==> src/rail_enable_map.vh <==
`ifndef RAIL_ENABLE_MAP_VH
`define RAIL_ENABLE_MAP_VH

// ============================================================
// register offsets
`define SWITCH_TERM_DISABLE_OFFS 8'h9F
`define RAIL_FORCE_FIRST_OFFS 8'hA0

// ============================================================
// reset values
`define SWITCH_TERM_DISABLE_RST 8'hF0
`define RAIL_FORCE_FIRST_RST 8'h00
`define READ_IDLE_DATA 8'h00

// ============================================================
// switch/termination disable fields
`define SHARED_SLOT_KILL_BIT 7
`define SWITCH_B_FIRST_KILL_BIT 6
`define SWITCH_A_FIRST_KILL_BIT 5
`define TERMINATION_KILL_BIT 4
`define RESERVED_MSB 3
`define RESERVED_LSB 0

// ============================================================
// rail force fields
`define LINREG_A_SECOND_FORCE_BIT 7
`define SWITCH_A_FIRST_FORCE_BIT 6
`define CONVERTER_FORCE_MSB 5
`define CONVERTER_FORCE_LSB 0

// ============================================================
// rail indices inside the internal rail vectors
`define RAIL_COUNT 11
`define RAIL_CONV_ONE 0
`define RAIL_CONV_TWO 1
`define RAIL_CONV_THREE 2
`define RAIL_CONV_FOUR 3
`define RAIL_CONV_FIVE 4
`define RAIL_CONV_SIX 5
`define RAIL_CONVERTERS 6
`define RAIL_SWITCH_A_FIRST 6
`define RAIL_LINREG_A_SECOND 7
`define RAIL_SWITCH_B_FIRST 8
`define RAIL_SHARED_SLOT 9
`define RAIL_TERMINATION 10

// ============================================================
// source select codes for each rail
`define SRC_WIDTH 3
`define SRC_PG 3'h7
`define PIN_COUNT 6

`endif

==> src/pin_sync.v <==
// ============================================================
// two-flop synchroniser for the control input pins
module pin_sync #(
    parameter WIDTH = 6
) (
    // clock and reset
    input wire clock,
    input wire rst_n,
    // asynchronous pins in, synchronous copy out
    input wire [WIDTH-1:0] pins_async,
    output reg [WIDTH-1:0] pins_sync
);

reg [WIDTH-1:0] meta_r;

always @(posedge clock or negedge rst_n) begin
    if (!rst_n) begin
        meta_r <= {WIDTH{1'b0}};
        pins_sync <= {WIDTH{1'b0}};
    end else begin
        meta_r <= pins_async;
        pins_sync <= meta_r;
    end
end

endmodule

==> src/rail_gate.v <==
`include "rail_enable_map.vh"

// ============================================================
// one rail: kill gates the OR of force and its assigned request
module rail_gate #(
    parameter [`SRC_WIDTH-1:0] SRC = `SRC_PG
) (
    // clock and reset
    input wire clock,
    input wire rst_n,
    // controls
    input wire kill_n,
    input wire force_on,
    input wire [`PIN_COUNT-1:0] pins,
    input wire pg_req,
    // registered rail enable
    output reg rail_en_r
);

wire req;

// pin codes at or above the pin count fall back to the power-good chain;
// chosen at elaboration so no pin index can fall out of range
generate
    if (SRC < `PIN_COUNT) begin : g_pin
        assign req = pins[SRC];
    end else begin : g_pg
        assign req = pg_req;
    end
endgenerate

always @(posedge clock or negedge rst_n) begin
    if (!rst_n) begin
        rail_en_r <= 1'b0;
    end else begin
        rail_en_r <= kill_n & (force_on | req);
    end
end

endmodule

==> src/rail_enable_override_regs.v <==
// Notes on behaviour
// - shared-slot kill bit 7 zero holds rail off
// - factory setting picks switch or regulator for slot
// - bit 6 zero keeps first B switch off
// - bit 5 zero keeps first A switch off
// - bit 4 zero keeps termination regulator off
// - force bit 7 turns second A regulator on
// - force bit 6 turns first A switch on
// - force bit 5 turns converter six on
// - force bit 4 turns converter five on
// - force bit 3 turns converter four on
// - force bit 2 turns converter three on
// - force bit 1 turns converter two on
// - force bit 0 turns converter one on
// - unforced rail follows its pin or power-good
// - converters one to six killed by control bits
`include "rail_enable_map.vh"

module rail_enable_override_regs #(
    parameter [7:0] FORCE_RESET = `RAIL_FORCE_FIRST_RST,
    // source per rail, index 0..5 a pin, 7 the power-good chain
    parameter [`RAIL_COUNT*`SRC_WIDTH-1:0] RAIL_SRC =
        {`RAIL_COUNT{`SRC_PG}}
) (
    // clock and reset
    input wire clock,
    input wire rst_n,
    // register port from the serial host interface
    input wire reg_wr,
    input wire reg_rd,
    input wire [7:0] reg_addr,
    input wire [7:0] reg_wdata,
    output reg [7:0] reg_rdata,
    output reg reg_rvalid,
    // factory setting: 1 selects the second B switch for the slot
    input wire otp_shared_is_switch,
    // kill bits held in other registers
    input wire [5:0] converter_kill,
    input wire linreg_a_second_kill,
    // force bits held in the second force register
    input wire switch_b_first_force,
    input wire shared_slot_force,
    input wire termination_force,
    // enable sources
    input wire [`PIN_COUNT-1:0] control_input_pins,
    input wire [`RAIL_COUNT-1:0] power_good_signal,
    // rail enables
    output reg [5:0] converter_en,
    output reg switch_a_first_en,
    output reg linreg_a_second_en,
    output reg switch_b_first_en,
    output reg switch_b_second_en,
    output reg linreg_a_first_en,
    output reg memory_termination_regulator_en
);

// ============================================================
// registers
reg [7:0] switch_termination_disable_r;
reg [7:0] rail_force_on_first_r;
reg shared_sel_r;
reg shared_sel_loaded_r;
wire [`PIN_COUNT-1:0] pins_s;
wire [`RAIL_COUNT-1:0] kill_n;
wire [`RAIL_COUNT-1:0] force_on;
wire [`RAIL_COUNT-1:0] rail_en;

always @(posedge clock or negedge rst_n) begin
    if (!rst_n) begin
        switch_termination_disable_r <= `SWITCH_TERM_DISABLE_RST;
        rail_force_on_first_r <= FORCE_RESET;
    end else if (reg_wr) begin
        // reserved nibble is stored as written; host keeps it zero
        if (reg_addr == `SWITCH_TERM_DISABLE_OFFS) begin
            switch_termination_disable_r <= reg_wdata;
        end
        if (reg_addr == `RAIL_FORCE_FIRST_OFFS) begin
            rail_force_on_first_r <= reg_wdata;
        end
    end
end

// ============================================================
// read port, one cycle after the strobe
always @(posedge clock or negedge rst_n) begin
    if (!rst_n) begin
        reg_rdata <= `READ_IDLE_DATA;
        reg_rvalid <= 1'b0;
    end else begin
        reg_rvalid <= reg_rd;
        if (reg_rd) begin
            case (reg_addr)
                `SWITCH_TERM_DISABLE_OFFS: begin
                    reg_rdata <= switch_termination_disable_r;
                end
                `RAIL_FORCE_FIRST_OFFS: begin
                    reg_rdata <= rail_force_on_first_r;
                end
                default: begin
                    reg_rdata <= `READ_IDLE_DATA;
                end
            endcase
        end
    end
end

// ============================================================
// factory slot select, caught once after reset release
always @(posedge clock or negedge rst_n) begin
    if (!rst_n) begin
        shared_sel_r <= 1'b0;
        shared_sel_loaded_r <= 1'b0;
    end else if (!shared_sel_loaded_r) begin
        shared_sel_r <= otp_shared_is_switch;
        shared_sel_loaded_r <= 1'b1;
    end
end

// ============================================================
// pin synchroniser
pin_sync #(
    .WIDTH(`PIN_COUNT)
) u_pin_sync (
    .clock(clock),
    .rst_n(rst_n),
    .pins_async(control_input_pins),
    .pins_sync(pins_s)
);

// ============================================================
// kill and force vectors, one bit per rail
assign kill_n[`RAIL_CONVERTERS-1:0] = converter_kill;
assign kill_n[`RAIL_SWITCH_A_FIRST] =
    switch_termination_disable_r[`SWITCH_A_FIRST_KILL_BIT];
assign kill_n[`RAIL_LINREG_A_SECOND] = linreg_a_second_kill;
assign kill_n[`RAIL_SWITCH_B_FIRST] =
    switch_termination_disable_r[`SWITCH_B_FIRST_KILL_BIT];
assign kill_n[`RAIL_SHARED_SLOT] =
    switch_termination_disable_r[`SHARED_SLOT_KILL_BIT];
assign kill_n[`RAIL_TERMINATION] =
    switch_termination_disable_r[`TERMINATION_KILL_BIT];

// bits 0..5 map to converters one to six
assign force_on[`RAIL_CONVERTERS-1:0] =
    rail_force_on_first_r[`CONVERTER_FORCE_MSB:`CONVERTER_FORCE_LSB];
assign force_on[`RAIL_SWITCH_A_FIRST] =
    rail_force_on_first_r[`SWITCH_A_FIRST_FORCE_BIT];
assign force_on[`RAIL_LINREG_A_SECOND] =
    rail_force_on_first_r[`LINREG_A_SECOND_FORCE_BIT];
assign force_on[`RAIL_SWITCH_B_FIRST] = switch_b_first_force;
assign force_on[`RAIL_SHARED_SLOT] = shared_slot_force;
assign force_on[`RAIL_TERMINATION] = termination_force;

// ============================================================
// per-rail gating
// one named instance per rail, so each rail's gate is easy to trace
rail_gate #(
    .SRC(RAIL_SRC[`RAIL_CONV_ONE*`SRC_WIDTH +: `SRC_WIDTH])
) u_gate_conv_one (
    .clock(clock),
    .rst_n(rst_n),
    .kill_n(kill_n[`RAIL_CONV_ONE]),
    .force_on(force_on[`RAIL_CONV_ONE]),
    .pins(pins_s),
    .pg_req(power_good_signal[`RAIL_CONV_ONE]),
    .rail_en_r(rail_en[`RAIL_CONV_ONE])
);

rail_gate #(
    .SRC(RAIL_SRC[`RAIL_CONV_TWO*`SRC_WIDTH +: `SRC_WIDTH])
) u_gate_conv_two (
    .clock(clock),
    .rst_n(rst_n),
    .kill_n(kill_n[`RAIL_CONV_TWO]),
    .force_on(force_on[`RAIL_CONV_TWO]),
    .pins(pins_s),
    .pg_req(power_good_signal[`RAIL_CONV_TWO]),
    .rail_en_r(rail_en[`RAIL_CONV_TWO])
);

rail_gate #(
    .SRC(RAIL_SRC[`RAIL_CONV_THREE*`SRC_WIDTH +: `SRC_WIDTH])
) u_gate_conv_three (
    .clock(clock),
    .rst_n(rst_n),
    .kill_n(kill_n[`RAIL_CONV_THREE]),
    .force_on(force_on[`RAIL_CONV_THREE]),
    .pins(pins_s),
    .pg_req(power_good_signal[`RAIL_CONV_THREE]),
    .rail_en_r(rail_en[`RAIL_CONV_THREE])
);

rail_gate #(
    .SRC(RAIL_SRC[`RAIL_CONV_FOUR*`SRC_WIDTH +: `SRC_WIDTH])
) u_gate_conv_four (
    .clock(clock),
    .rst_n(rst_n),
    .kill_n(kill_n[`RAIL_CONV_FOUR]),
    .force_on(force_on[`RAIL_CONV_FOUR]),
    .pins(pins_s),
    .pg_req(power_good_signal[`RAIL_CONV_FOUR]),
    .rail_en_r(rail_en[`RAIL_CONV_FOUR])
);

rail_gate #(
    .SRC(RAIL_SRC[`RAIL_CONV_FIVE*`SRC_WIDTH +: `SRC_WIDTH])
) u_gate_conv_five (
    .clock(clock),
    .rst_n(rst_n),
    .kill_n(kill_n[`RAIL_CONV_FIVE]),
    .force_on(force_on[`RAIL_CONV_FIVE]),
    .pins(pins_s),
    .pg_req(power_good_signal[`RAIL_CONV_FIVE]),
    .rail_en_r(rail_en[`RAIL_CONV_FIVE])
);

rail_gate #(
    .SRC(RAIL_SRC[`RAIL_CONV_SIX*`SRC_WIDTH +: `SRC_WIDTH])
) u_gate_conv_six (
    .clock(clock),
    .rst_n(rst_n),
    .kill_n(kill_n[`RAIL_CONV_SIX]),
    .force_on(force_on[`RAIL_CONV_SIX]),
    .pins(pins_s),
    .pg_req(power_good_signal[`RAIL_CONV_SIX]),
    .rail_en_r(rail_en[`RAIL_CONV_SIX])
);

rail_gate #(
    .SRC(RAIL_SRC[`RAIL_SWITCH_A_FIRST*`SRC_WIDTH +: `SRC_WIDTH])
) u_gate_switch_a_first (
    .clock(clock),
    .rst_n(rst_n),
    .kill_n(kill_n[`RAIL_SWITCH_A_FIRST]),
    .force_on(force_on[`RAIL_SWITCH_A_FIRST]),
    .pins(pins_s),
    .pg_req(power_good_signal[`RAIL_SWITCH_A_FIRST]),
    .rail_en_r(rail_en[`RAIL_SWITCH_A_FIRST])
);

rail_gate #(
    .SRC(RAIL_SRC[`RAIL_LINREG_A_SECOND*`SRC_WIDTH +: `SRC_WIDTH])
) u_gate_linreg_a_second (
    .clock(clock),
    .rst_n(rst_n),
    .kill_n(kill_n[`RAIL_LINREG_A_SECOND]),
    .force_on(force_on[`RAIL_LINREG_A_SECOND]),
    .pins(pins_s),
    .pg_req(power_good_signal[`RAIL_LINREG_A_SECOND]),
    .rail_en_r(rail_en[`RAIL_LINREG_A_SECOND])
);

rail_gate #(
    .SRC(RAIL_SRC[`RAIL_SWITCH_B_FIRST*`SRC_WIDTH +: `SRC_WIDTH])
) u_gate_switch_b_first (
    .clock(clock),
    .rst_n(rst_n),
    .kill_n(kill_n[`RAIL_SWITCH_B_FIRST]),
    .force_on(force_on[`RAIL_SWITCH_B_FIRST]),
    .pins(pins_s),
    .pg_req(power_good_signal[`RAIL_SWITCH_B_FIRST]),
    .rail_en_r(rail_en[`RAIL_SWITCH_B_FIRST])
);

rail_gate #(
    .SRC(RAIL_SRC[`RAIL_SHARED_SLOT*`SRC_WIDTH +: `SRC_WIDTH])
) u_gate_shared_slot (
    .clock(clock),
    .rst_n(rst_n),
    .kill_n(kill_n[`RAIL_SHARED_SLOT]),
    .force_on(force_on[`RAIL_SHARED_SLOT]),
    .pins(pins_s),
    .pg_req(power_good_signal[`RAIL_SHARED_SLOT]),
    .rail_en_r(rail_en[`RAIL_SHARED_SLOT])
);

rail_gate #(
    .SRC(RAIL_SRC[`RAIL_TERMINATION*`SRC_WIDTH +: `SRC_WIDTH])
) u_gate_termination (
    .clock(clock),
    .rst_n(rst_n),
    .kill_n(kill_n[`RAIL_TERMINATION]),
    .force_on(force_on[`RAIL_TERMINATION]),
    .pins(pins_s),
    .pg_req(power_good_signal[`RAIL_TERMINATION]),
    .rail_en_r(rail_en[`RAIL_TERMINATION])
);

// ============================================================
// output stage; keeps every output on a flop
always @(posedge clock or negedge rst_n) begin
    if (!rst_n) begin
        converter_en <= 6'h00;
        switch_a_first_en <= 1'b0;
        linreg_a_second_en <= 1'b0;
        switch_b_first_en <= 1'b0;
        switch_b_second_en <= 1'b0;
        linreg_a_first_en <= 1'b0;
        memory_termination_regulator_en <= 1'b0;
    end else begin
        converter_en <= rail_en[`RAIL_CONVERTERS-1:0];
        switch_a_first_en <= rail_en[`RAIL_SWITCH_A_FIRST];
        linreg_a_second_en <= rail_en[`RAIL_LINREG_A_SECOND];
        switch_b_first_en <= rail_en[`RAIL_SWITCH_B_FIRST];
        // unselected slot target stays off
        switch_b_second_en <= shared_sel_r &
            rail_en[`RAIL_SHARED_SLOT];
        linreg_a_first_en <= ~shared_sel_r &
            rail_en[`RAIL_SHARED_SLOT];
        memory_termination_regulator_en <= rail_en[`RAIL_TERMINATION];
    end
end

endmodule

==> config.mk <==
export PLATFORM = sky130hd
export DESIGN_NAME = rail_enable_override_regs
export DESIGN_NICKNAME = d
export VERILOG_FILES = /design/src/pin_sync.v /design/src/rail_gate.v /design/src/rail_enable_override_regs.v
export VERILOG_INCLUDE_DIRS = /design/src
export SDC_FILE = /design/constraint.sdc
export NUM_CORES = 1
export LEC_CHECK = 0
export ABC_AREA = 0
export BUFFER_PORTS_ARGS = -buffer_cell sky130_fd_sc_hd__buf_4
export CORE_UTILIZATION = 40
export CTS_CLUSTER_DIAMETER = 80
export DETAILED_ROUTE_END_ITERATION = 10
export PLACE_DENSITY = 0.65
export SYNTH_ARGS = -nofsm -noshare
export SYNTH_HDL_FRONTEND = slang
export SYNTH_SLANG_ARGS = --single-unit
==> constraint.sdc <==
create_clock -name clock -period 2.2 [get_ports clock]
set_input_delay 0.33 -clock clock [delete_from_list [all_inputs] [get_ports clock]]
set_output_delay 0.33 -clock clock [all_outputs]
set_load 0.01 [all_outputs]
==> key figures, run 1 <==
Global routing
  • Remaining Overflow, GRT: 0
  • Met2 Use GR: 0.279
  • Largest net degree at the start of global routing: 51
  • Number of global-route vias before repair: approximately 1300
  • Top Usage Layer GRT: met2
  • GRT Total Usage: 0.165
  • Met1 Usage GRT: 0.200
  • Grt met3 use: 0.0519
  • First-pass GRT wire length: 6090 um
  • Initial antenna violation count: 0

Worst setup path
  • Critical path's top delay family: simple AND/OR/NAND/NOR gates
  • Cell Chain, Critical Path: buf_4 -> and4b_2 -> and4_1 -> mux2_2
  • Critical path's slowest cell: and4_1
  • CP Class: input pin to register
  • Worst EP required: between 2 and 2.5 ns
  • Critical path buffer and inverter count: 1
  • Crit start category: input pin
  • Nature of the critical path endpoint: register
  • Peak fanout along the critical path: 8
  • Critical path launch point: reg_addr[5]
  • Crit path largest cell delay: 0.47 ns
  • Worst R2R Start: switch_termination_disable_r[7]
  • WP data arrival: 1.59 ns

Yosys
  • Area leader, netlist: dfrtp_1
  • Yosys warnings: 0
  • Register area share after synthesis: 0.682
  • Post-synth cell types: 21
  • Syn Nets: 174
  • Post-synthesis register bit count: 50
  • Area share of the largest cell type after synthesis: 0.625
  • Mapped cell area: 1840 um2
  • Top post-synthesis cells by area: dfrtp_1 62%, mux2_2 10%, dfstp_2 5.7%, o21a_1 4.5%, o221ai_1 3.3%
  • Post-Syn Area per Cell: between 10 and 15 um2
  • Cells after Synth: ~130

CTS
  • Skew-Pair Late Insertion Delay: 0.30 ns
  • Post-cts resize count: 0
  • CTS Buf Count: 5
  • Clock buffer depth: 2
  • Worst-path clk slew: 0.08 ns
  • CTS tree: done
  • H-tree Lvls: 2
  • Hold_buf cts: 0
  • Clock sink count: 50
  • Clock Tree Root: clkbuf_8
  • Post-CTS setup buffer count: 0

Placed design
  • Routability cong.: 0.851
  • Placement Cell Area: between 2000 and 2500 um2
  • Dpl ws: 0.482 ns
  • HPWL after DPL: 2640 um
  • Port-buffer cells: 62

STA
  • Final hold violations: 0
  • Max Freq: between 0.7 and 0.8 GHz
  • Clock skew: approximately 0.0065 ns
  • Final WS setup: just under 0.8 ns
  • RSZ-0062 raised after global routing: false
  • Final min period: 1.41 ns
  • Fin. max-slew vios: 0
  • Final setup viols: 0
  • Slew margin rel.: 0.598
  • Setup TNS: 0 ns
  • Fin crit share: 0.639
  • Worst-margin pin slew: approximately 0.6 ns

Drt
  • Wirelength, routed: between 3000 and 4000 um
  • Initial DRC Count: 57
  • DR vias/cell: 5.05
  • DRC Markers: 0
  • Pre-Repair DR Iteration Count: 4
  • Vias: between 1000 and 1500
  • Drt wl/cell: approximately 15 um
  • Routed Antenna Nets: 0

Floorplanning
  • Starting Density: 0.420
  • Rows: 24
  • Die Ht: 69.9 um
  • Die Area: 4880 um2
  • Num ports: 69
  • Core ar.: 4380 um2
  • Die X: between 60 and 70 um

Final layout
  • Final instance area: between 2000 and 2500 um2
  • Share of layout cells above drive strength 1: 0.487
  • Most frequent cells in the layout: 63 x buf_4, 46 x dfrtp_1, 17 x mux2_2
  • Commonest non-fill, non-tap cell in the layout: buf_4
  • Nets: 240
  • Area growth, synth to finish: 33.9%
  • Ant diodes: 0

Pwr
  • Power Density: 705 nW/um2
  • Worst vdd ir: around 0.43 mV
  • Cell leakage power: between 1 and 1.5 nW

Status
  • Outcome: completed

Hold path
  • Class of the worst hold path: input pin to asynchronous set/reset pin

Run
  • MaxCap Viol Count: 0
## report_power, final
group | switching [W] | leakage [nW] | internal, W
registers | 0.0000170 | 0.659 | 0.000957
clock network | 0.000282 | 0.0524 | 0.000340
logic | 0.0000618 | 0.506 | 0.0000826
## layer usage
metal | vias up | wire length, um
met5 | - | 0
met4 | 0 | 46
met3 | 6 | 214
met2 | 35 | 1950
met1 | 612 | 1490
li1 | 585 | -
## kinds of logic (layout without fill, tap and decap cells)
group / count (synthesis) / count (layout) / share of synthesized area
buffers and inverters: 11 / 78 / 0.0244
muxes: 17 / 17 / 0.104
and+or+nand+nor: 29 / 29 / 0.110
DFF: 50 / 50 / 0.682
AOI/OAI and AO/OA: 18 / 18 / 0.0781
other: 1 / 1 / 0.00203
## sequential cells by signal, summed over array words and instances, names as in the netlist, 6 cells and up
register,flops
switch_termination_disable_r,8
reg_rdata,8
rail_force_on_first_r,8
converter_en,6
## stage by stage
| step | power (W) | util | hold slack, ns | std cells |
|---|---|---|---|---|
| final | 0.00174 | 0.563 | 0.0363 | 245 |
| after global routing | 0.00182 | 0.563 | 0.0775 | 245 |
| after CTS | 0.00176 | 0.563 | 0.0546 | 245 |
| after detailed placement | 0.00114 | 0.539 | 0.335 | 237 |
| after global placement | 0.00113 | 0.539 | 0.332 | 237 |
| after floorplan | 0.00103 | - | 0.0344 | 126 |
## cell type report
type / instances / area [um2]
Timing Repair Buffer: 63 / 473
Tap cell: 52 / 65.1
Clock inverter: 1 / 30.0
Multi-Input combinational cell: 65 / 542
Sequential cell: 50 / 1260
Fill cell: 368 / 1920
Clock buffer: 7 / 76.3
Inverter: 7 / 26.3
## Yosys cell counts
cell      number
and4_1         1
dfstp_2        4
and4b_2        1
nor4b_4        1
o21a_1        11
clkbuf_1       1
nor2b_1        2
nand2b_1       1
and3b_1        1
inv_1          7
mux2_2        17
conb_1         1
buf_2          3
o221ai_1       7
nand3_1        1
nand4_1        9
and2_1         2
nand2_1        8
dfrtp_1       46
nor2_2         1
nand4_4        1
## path summary, 6_finish.rpt
check / cells past startpoint / end / slack, ns
worst max-delay path: 4 / switch_termination_disable_r[2] / 0.79
worst min-delay path: 1 / linreg_a_first_en / 0.04
worst max register to register: 2 / reg_rdata[7] / 1.34
worst min register to register: 0 / switch_b_first_en / 0.35
max in group asynchronous: 1 / converter_en[2] / 1.76
min in group clock: 1 / reg_rvalid / 0.23
Power figures use the tool's default switching activity.
==> inputs of run 2 (changes only) <==
- PLACE_DENSITY: 0.65 -> 0.68
- clock period: 2.2 -> 1.2 ns (I/O delays scaled with it)
==> run 2 against run 1 <==
Sequential share of layout area fell by 1.4 points. Clock power rose by 56%. First-iteration DRC count rose by 30%. Via count rose by 3.9%. Die area did not move. Non-clock buffer count rose by 9. Sequential cell count did not move. Cell count rose by 3.7%. Sequential power rose by 84%. Power rose by 75%. Critical path type unchanged.
==> key figures, run 2 (synthesis gave the netlist of run 1 again) <==
STA
  • Final WS setup: 0.152 ns (-0.642 ns)
  • Final hold violations: 0 (unchanged)
  • Clock skew: 0.00651 ns (+0.0000136 ns)
  • Final min period: approximately 1.0 ns
  • Max Freq: roughly 0.95 GHz
  • Fin. max-slew vios: 0 (unchanged)
  • Final setup viols: 0 (unchanged)
  • Fin crit share: 0.873
  • RSZ-0062 raised after global routing: false
  • Worst hold slack: 0.0756 ns (+0.0393 ns)
  • Setup TNS: 0 ns (unchanged)

Global routing
  • GRT Total Usage: 0.171 (+0.00557)
  • First-pass GRT wire length: 6320 um (+3.7%)
  • Largest net degree at the start of global routing: 31 (-39%)
  • Initial antenna violation count: 0 (unchanged)
  • Remaining Overflow, GRT: 0 (unchanged)
  • Number of global-route vias before repair: 1379 (+8.0%)

CTS
  • Clock buffer depth: 2 (unchanged)
  • Worst-path clk slew: 0.08 ns (about the same)
  • Skew-Pair Late Insertion Delay: 0.30 ns (about the same)
  • CTS tree: done
  • H-tree Lvls: 2 (unchanged)
  • Post-cts resize count: 0 (unchanged)
  • Clock Tree Root: clkbuf_8
  • Hold_buf cts: 1 (+1)
  • CTS Buf Count: 5 (unchanged)
  • Clock sink count: 50 (unchanged)
  • Post-CTS setup buffer count: 0 (unchanged)

Floorplanning
  • Die Ht: 69.9 um (unchanged)
  • Rows: 24 (unchanged)
  • Starting Density: 0.420 (unchanged)
  • Num ports: 69 (unchanged)
  • Die Area: 4880 um2 (unchanged)
  • Die X: 69.9 um (unchanged)
  • Core ar.: 4380 um2 (unchanged)

Placed design
  • Routability cong.: 0.753 (-12%)
  • Port-buffer cells: 62 (unchanged)
  • HPWL after DPL: 2830 um (+7.1%)
  • Dpl ws: -0.179 ns (-0.661 ns)

Final layout
  • Ant diodes: 0 (unchanged)
  • Most frequent cells in the layout: 70 x buf_4, 46 x dfrtp_1, 17 x mux2_2
  • FILL cells: 373 (+1.4%)
  • Multi-input gate area: 542 um2 (unchanged)
  • Share of layout cells above drive strength 1: 0.510 (+0.0229)
  • Commonest non-fill, non-tap cell in the layout: buf_4
  • Reg area: 1260 um2 (unchanged)
  • Fin util: 0.578 (+0.0154)
  • Area growth, synth to finish: 37.6%
  • Top flop regs: rail_force_on_first_r: 8 flops, reg_rdata: 8 flops, switch_termination_disable_r: 8 flops
  • Nets: 249 (+3.8%)

Drt
  • Top layer used by detailed routing: met4
  • DRC Markers: 0 (unchanged)
  • Met2 routed WL: 2000 um (+2.6%)
  • DR vias/cell: 5.06 (+0.20%)
  • Vias: 1286 (+3.9%)
  • Pre-Repair DR Iteration Count: 4 (unchanged)
  • Wirelength, routed: 3750 um (+1.2%)
  • Initial DRC Count: 74 (+30%)
  • DR WL met3: 194 um (-9.3%)
  • Drt wl/cell: 14.7 um (-2.4%)
  • Routed Antenna Nets: 0 (unchanged)
  • M1 wire length: 1480 um (-0.74%)

Pwr
  • Cell leakage power: 1.26 nW (+3.8%)
  • Reg power frac: 0.587 (+0.027)
  • Psw: 0.000654 W (+81%)
  • Clk pwr share: 0.318 (-0.039)
  • Switch share: 0.215 (+0.00764)
  • Logic pwr share: 0.094 (+0.011)
  • Pwr Total: 0.00304 W (+75%)
  • Power Density: 1200 nW/um2 (+70%)
  • Int Power: 0.00239 W (+73%)
  • Worst vdd ir: 0.565 mV (+32%)

Hold path
  • Class of the worst hold path: input pin to register

Worst setup path
  • WP data arrival: 1.24 ns (-0.35 ns)
  • CP Class: input pin to register
  • Worst EP required: 1.39 ns (-1.00 ns)
  • Peak fanout along the critical path: 5 (-3)
  • Crit start category: input pin
  • Nature of the critical path endpoint: register

Status
  • Outcome: completed

Run
  • MaxCap Viol Count: 0 (unchanged)
run 2: layer usage:
layer / track usage / up-vias
li1: - / 596
met1: 0.197 / 647
met2: 0.287 / 37
met3: 0.0592 / 6
met4: 0.0756 / 0
met5: 0 / -
run 2: path summary, 6_finish.rpt:
kind,startpoint,endpoint,slack [ns],depth (start not counted)
max,reg_addr[5],switch_termination_disable_r[0],0.15,5
min,power_good_signal[2],u_gate_conv_three.rail_en_r,0.08,2
max reg2reg,switch_termination_disable_r[7],reg_rdata[7],0.36,2
min reg2reg,u_gate_conv_two.rail_en_r,converter_en[1],0.35,0
max in group asynchronous,rst_n,switch_termination_disable_r[4],0.37,3
min in group asynchronous,rst_n,converter_en[0],0.32,2
run 2: power by group through the flow:
stage          logic (W)  clock network [W]  registers (W)
2_1_floorplan  0.0000722                  0        0.00182
3_3_place_gp    0.000280                  0        0.00182
3_5_place_dp    0.000290                  0        0.00182
4_1_cts         0.000293            0.00100        0.00179
5_1_grt         0.000314            0.00109        0.00179
6_report        0.000287           0.000969        0.00179
run 2: worst max-delay path, stage by stage:
cell,delay (ns)
buf_4,0.11
and4b_2,0.27
and4_1,0.19
buf_4,0.15
mux2_2,0.33
run 2: cell type report:
type | count | area share
Multi-Input combinational cell | 65 | 0.214
Clock buffer | 7 | 0.0340
Timing Repair Buffer | 72 | 0.219
Sequential cell | 50 | 0.495
Tap cell | 52 | 0.0257
Clock inverter | 1 | 0.00197
Inverter | 7 | 0.0104
run 2: through the flow:
stage	instances	area [um2]
2_1_floorplan	126	1850
4_1_cts	254	2540
3_5_place_dp	245	2430
6_report	254	2540
5_1_grt	254	2540
3_3_place_gp	245	2430
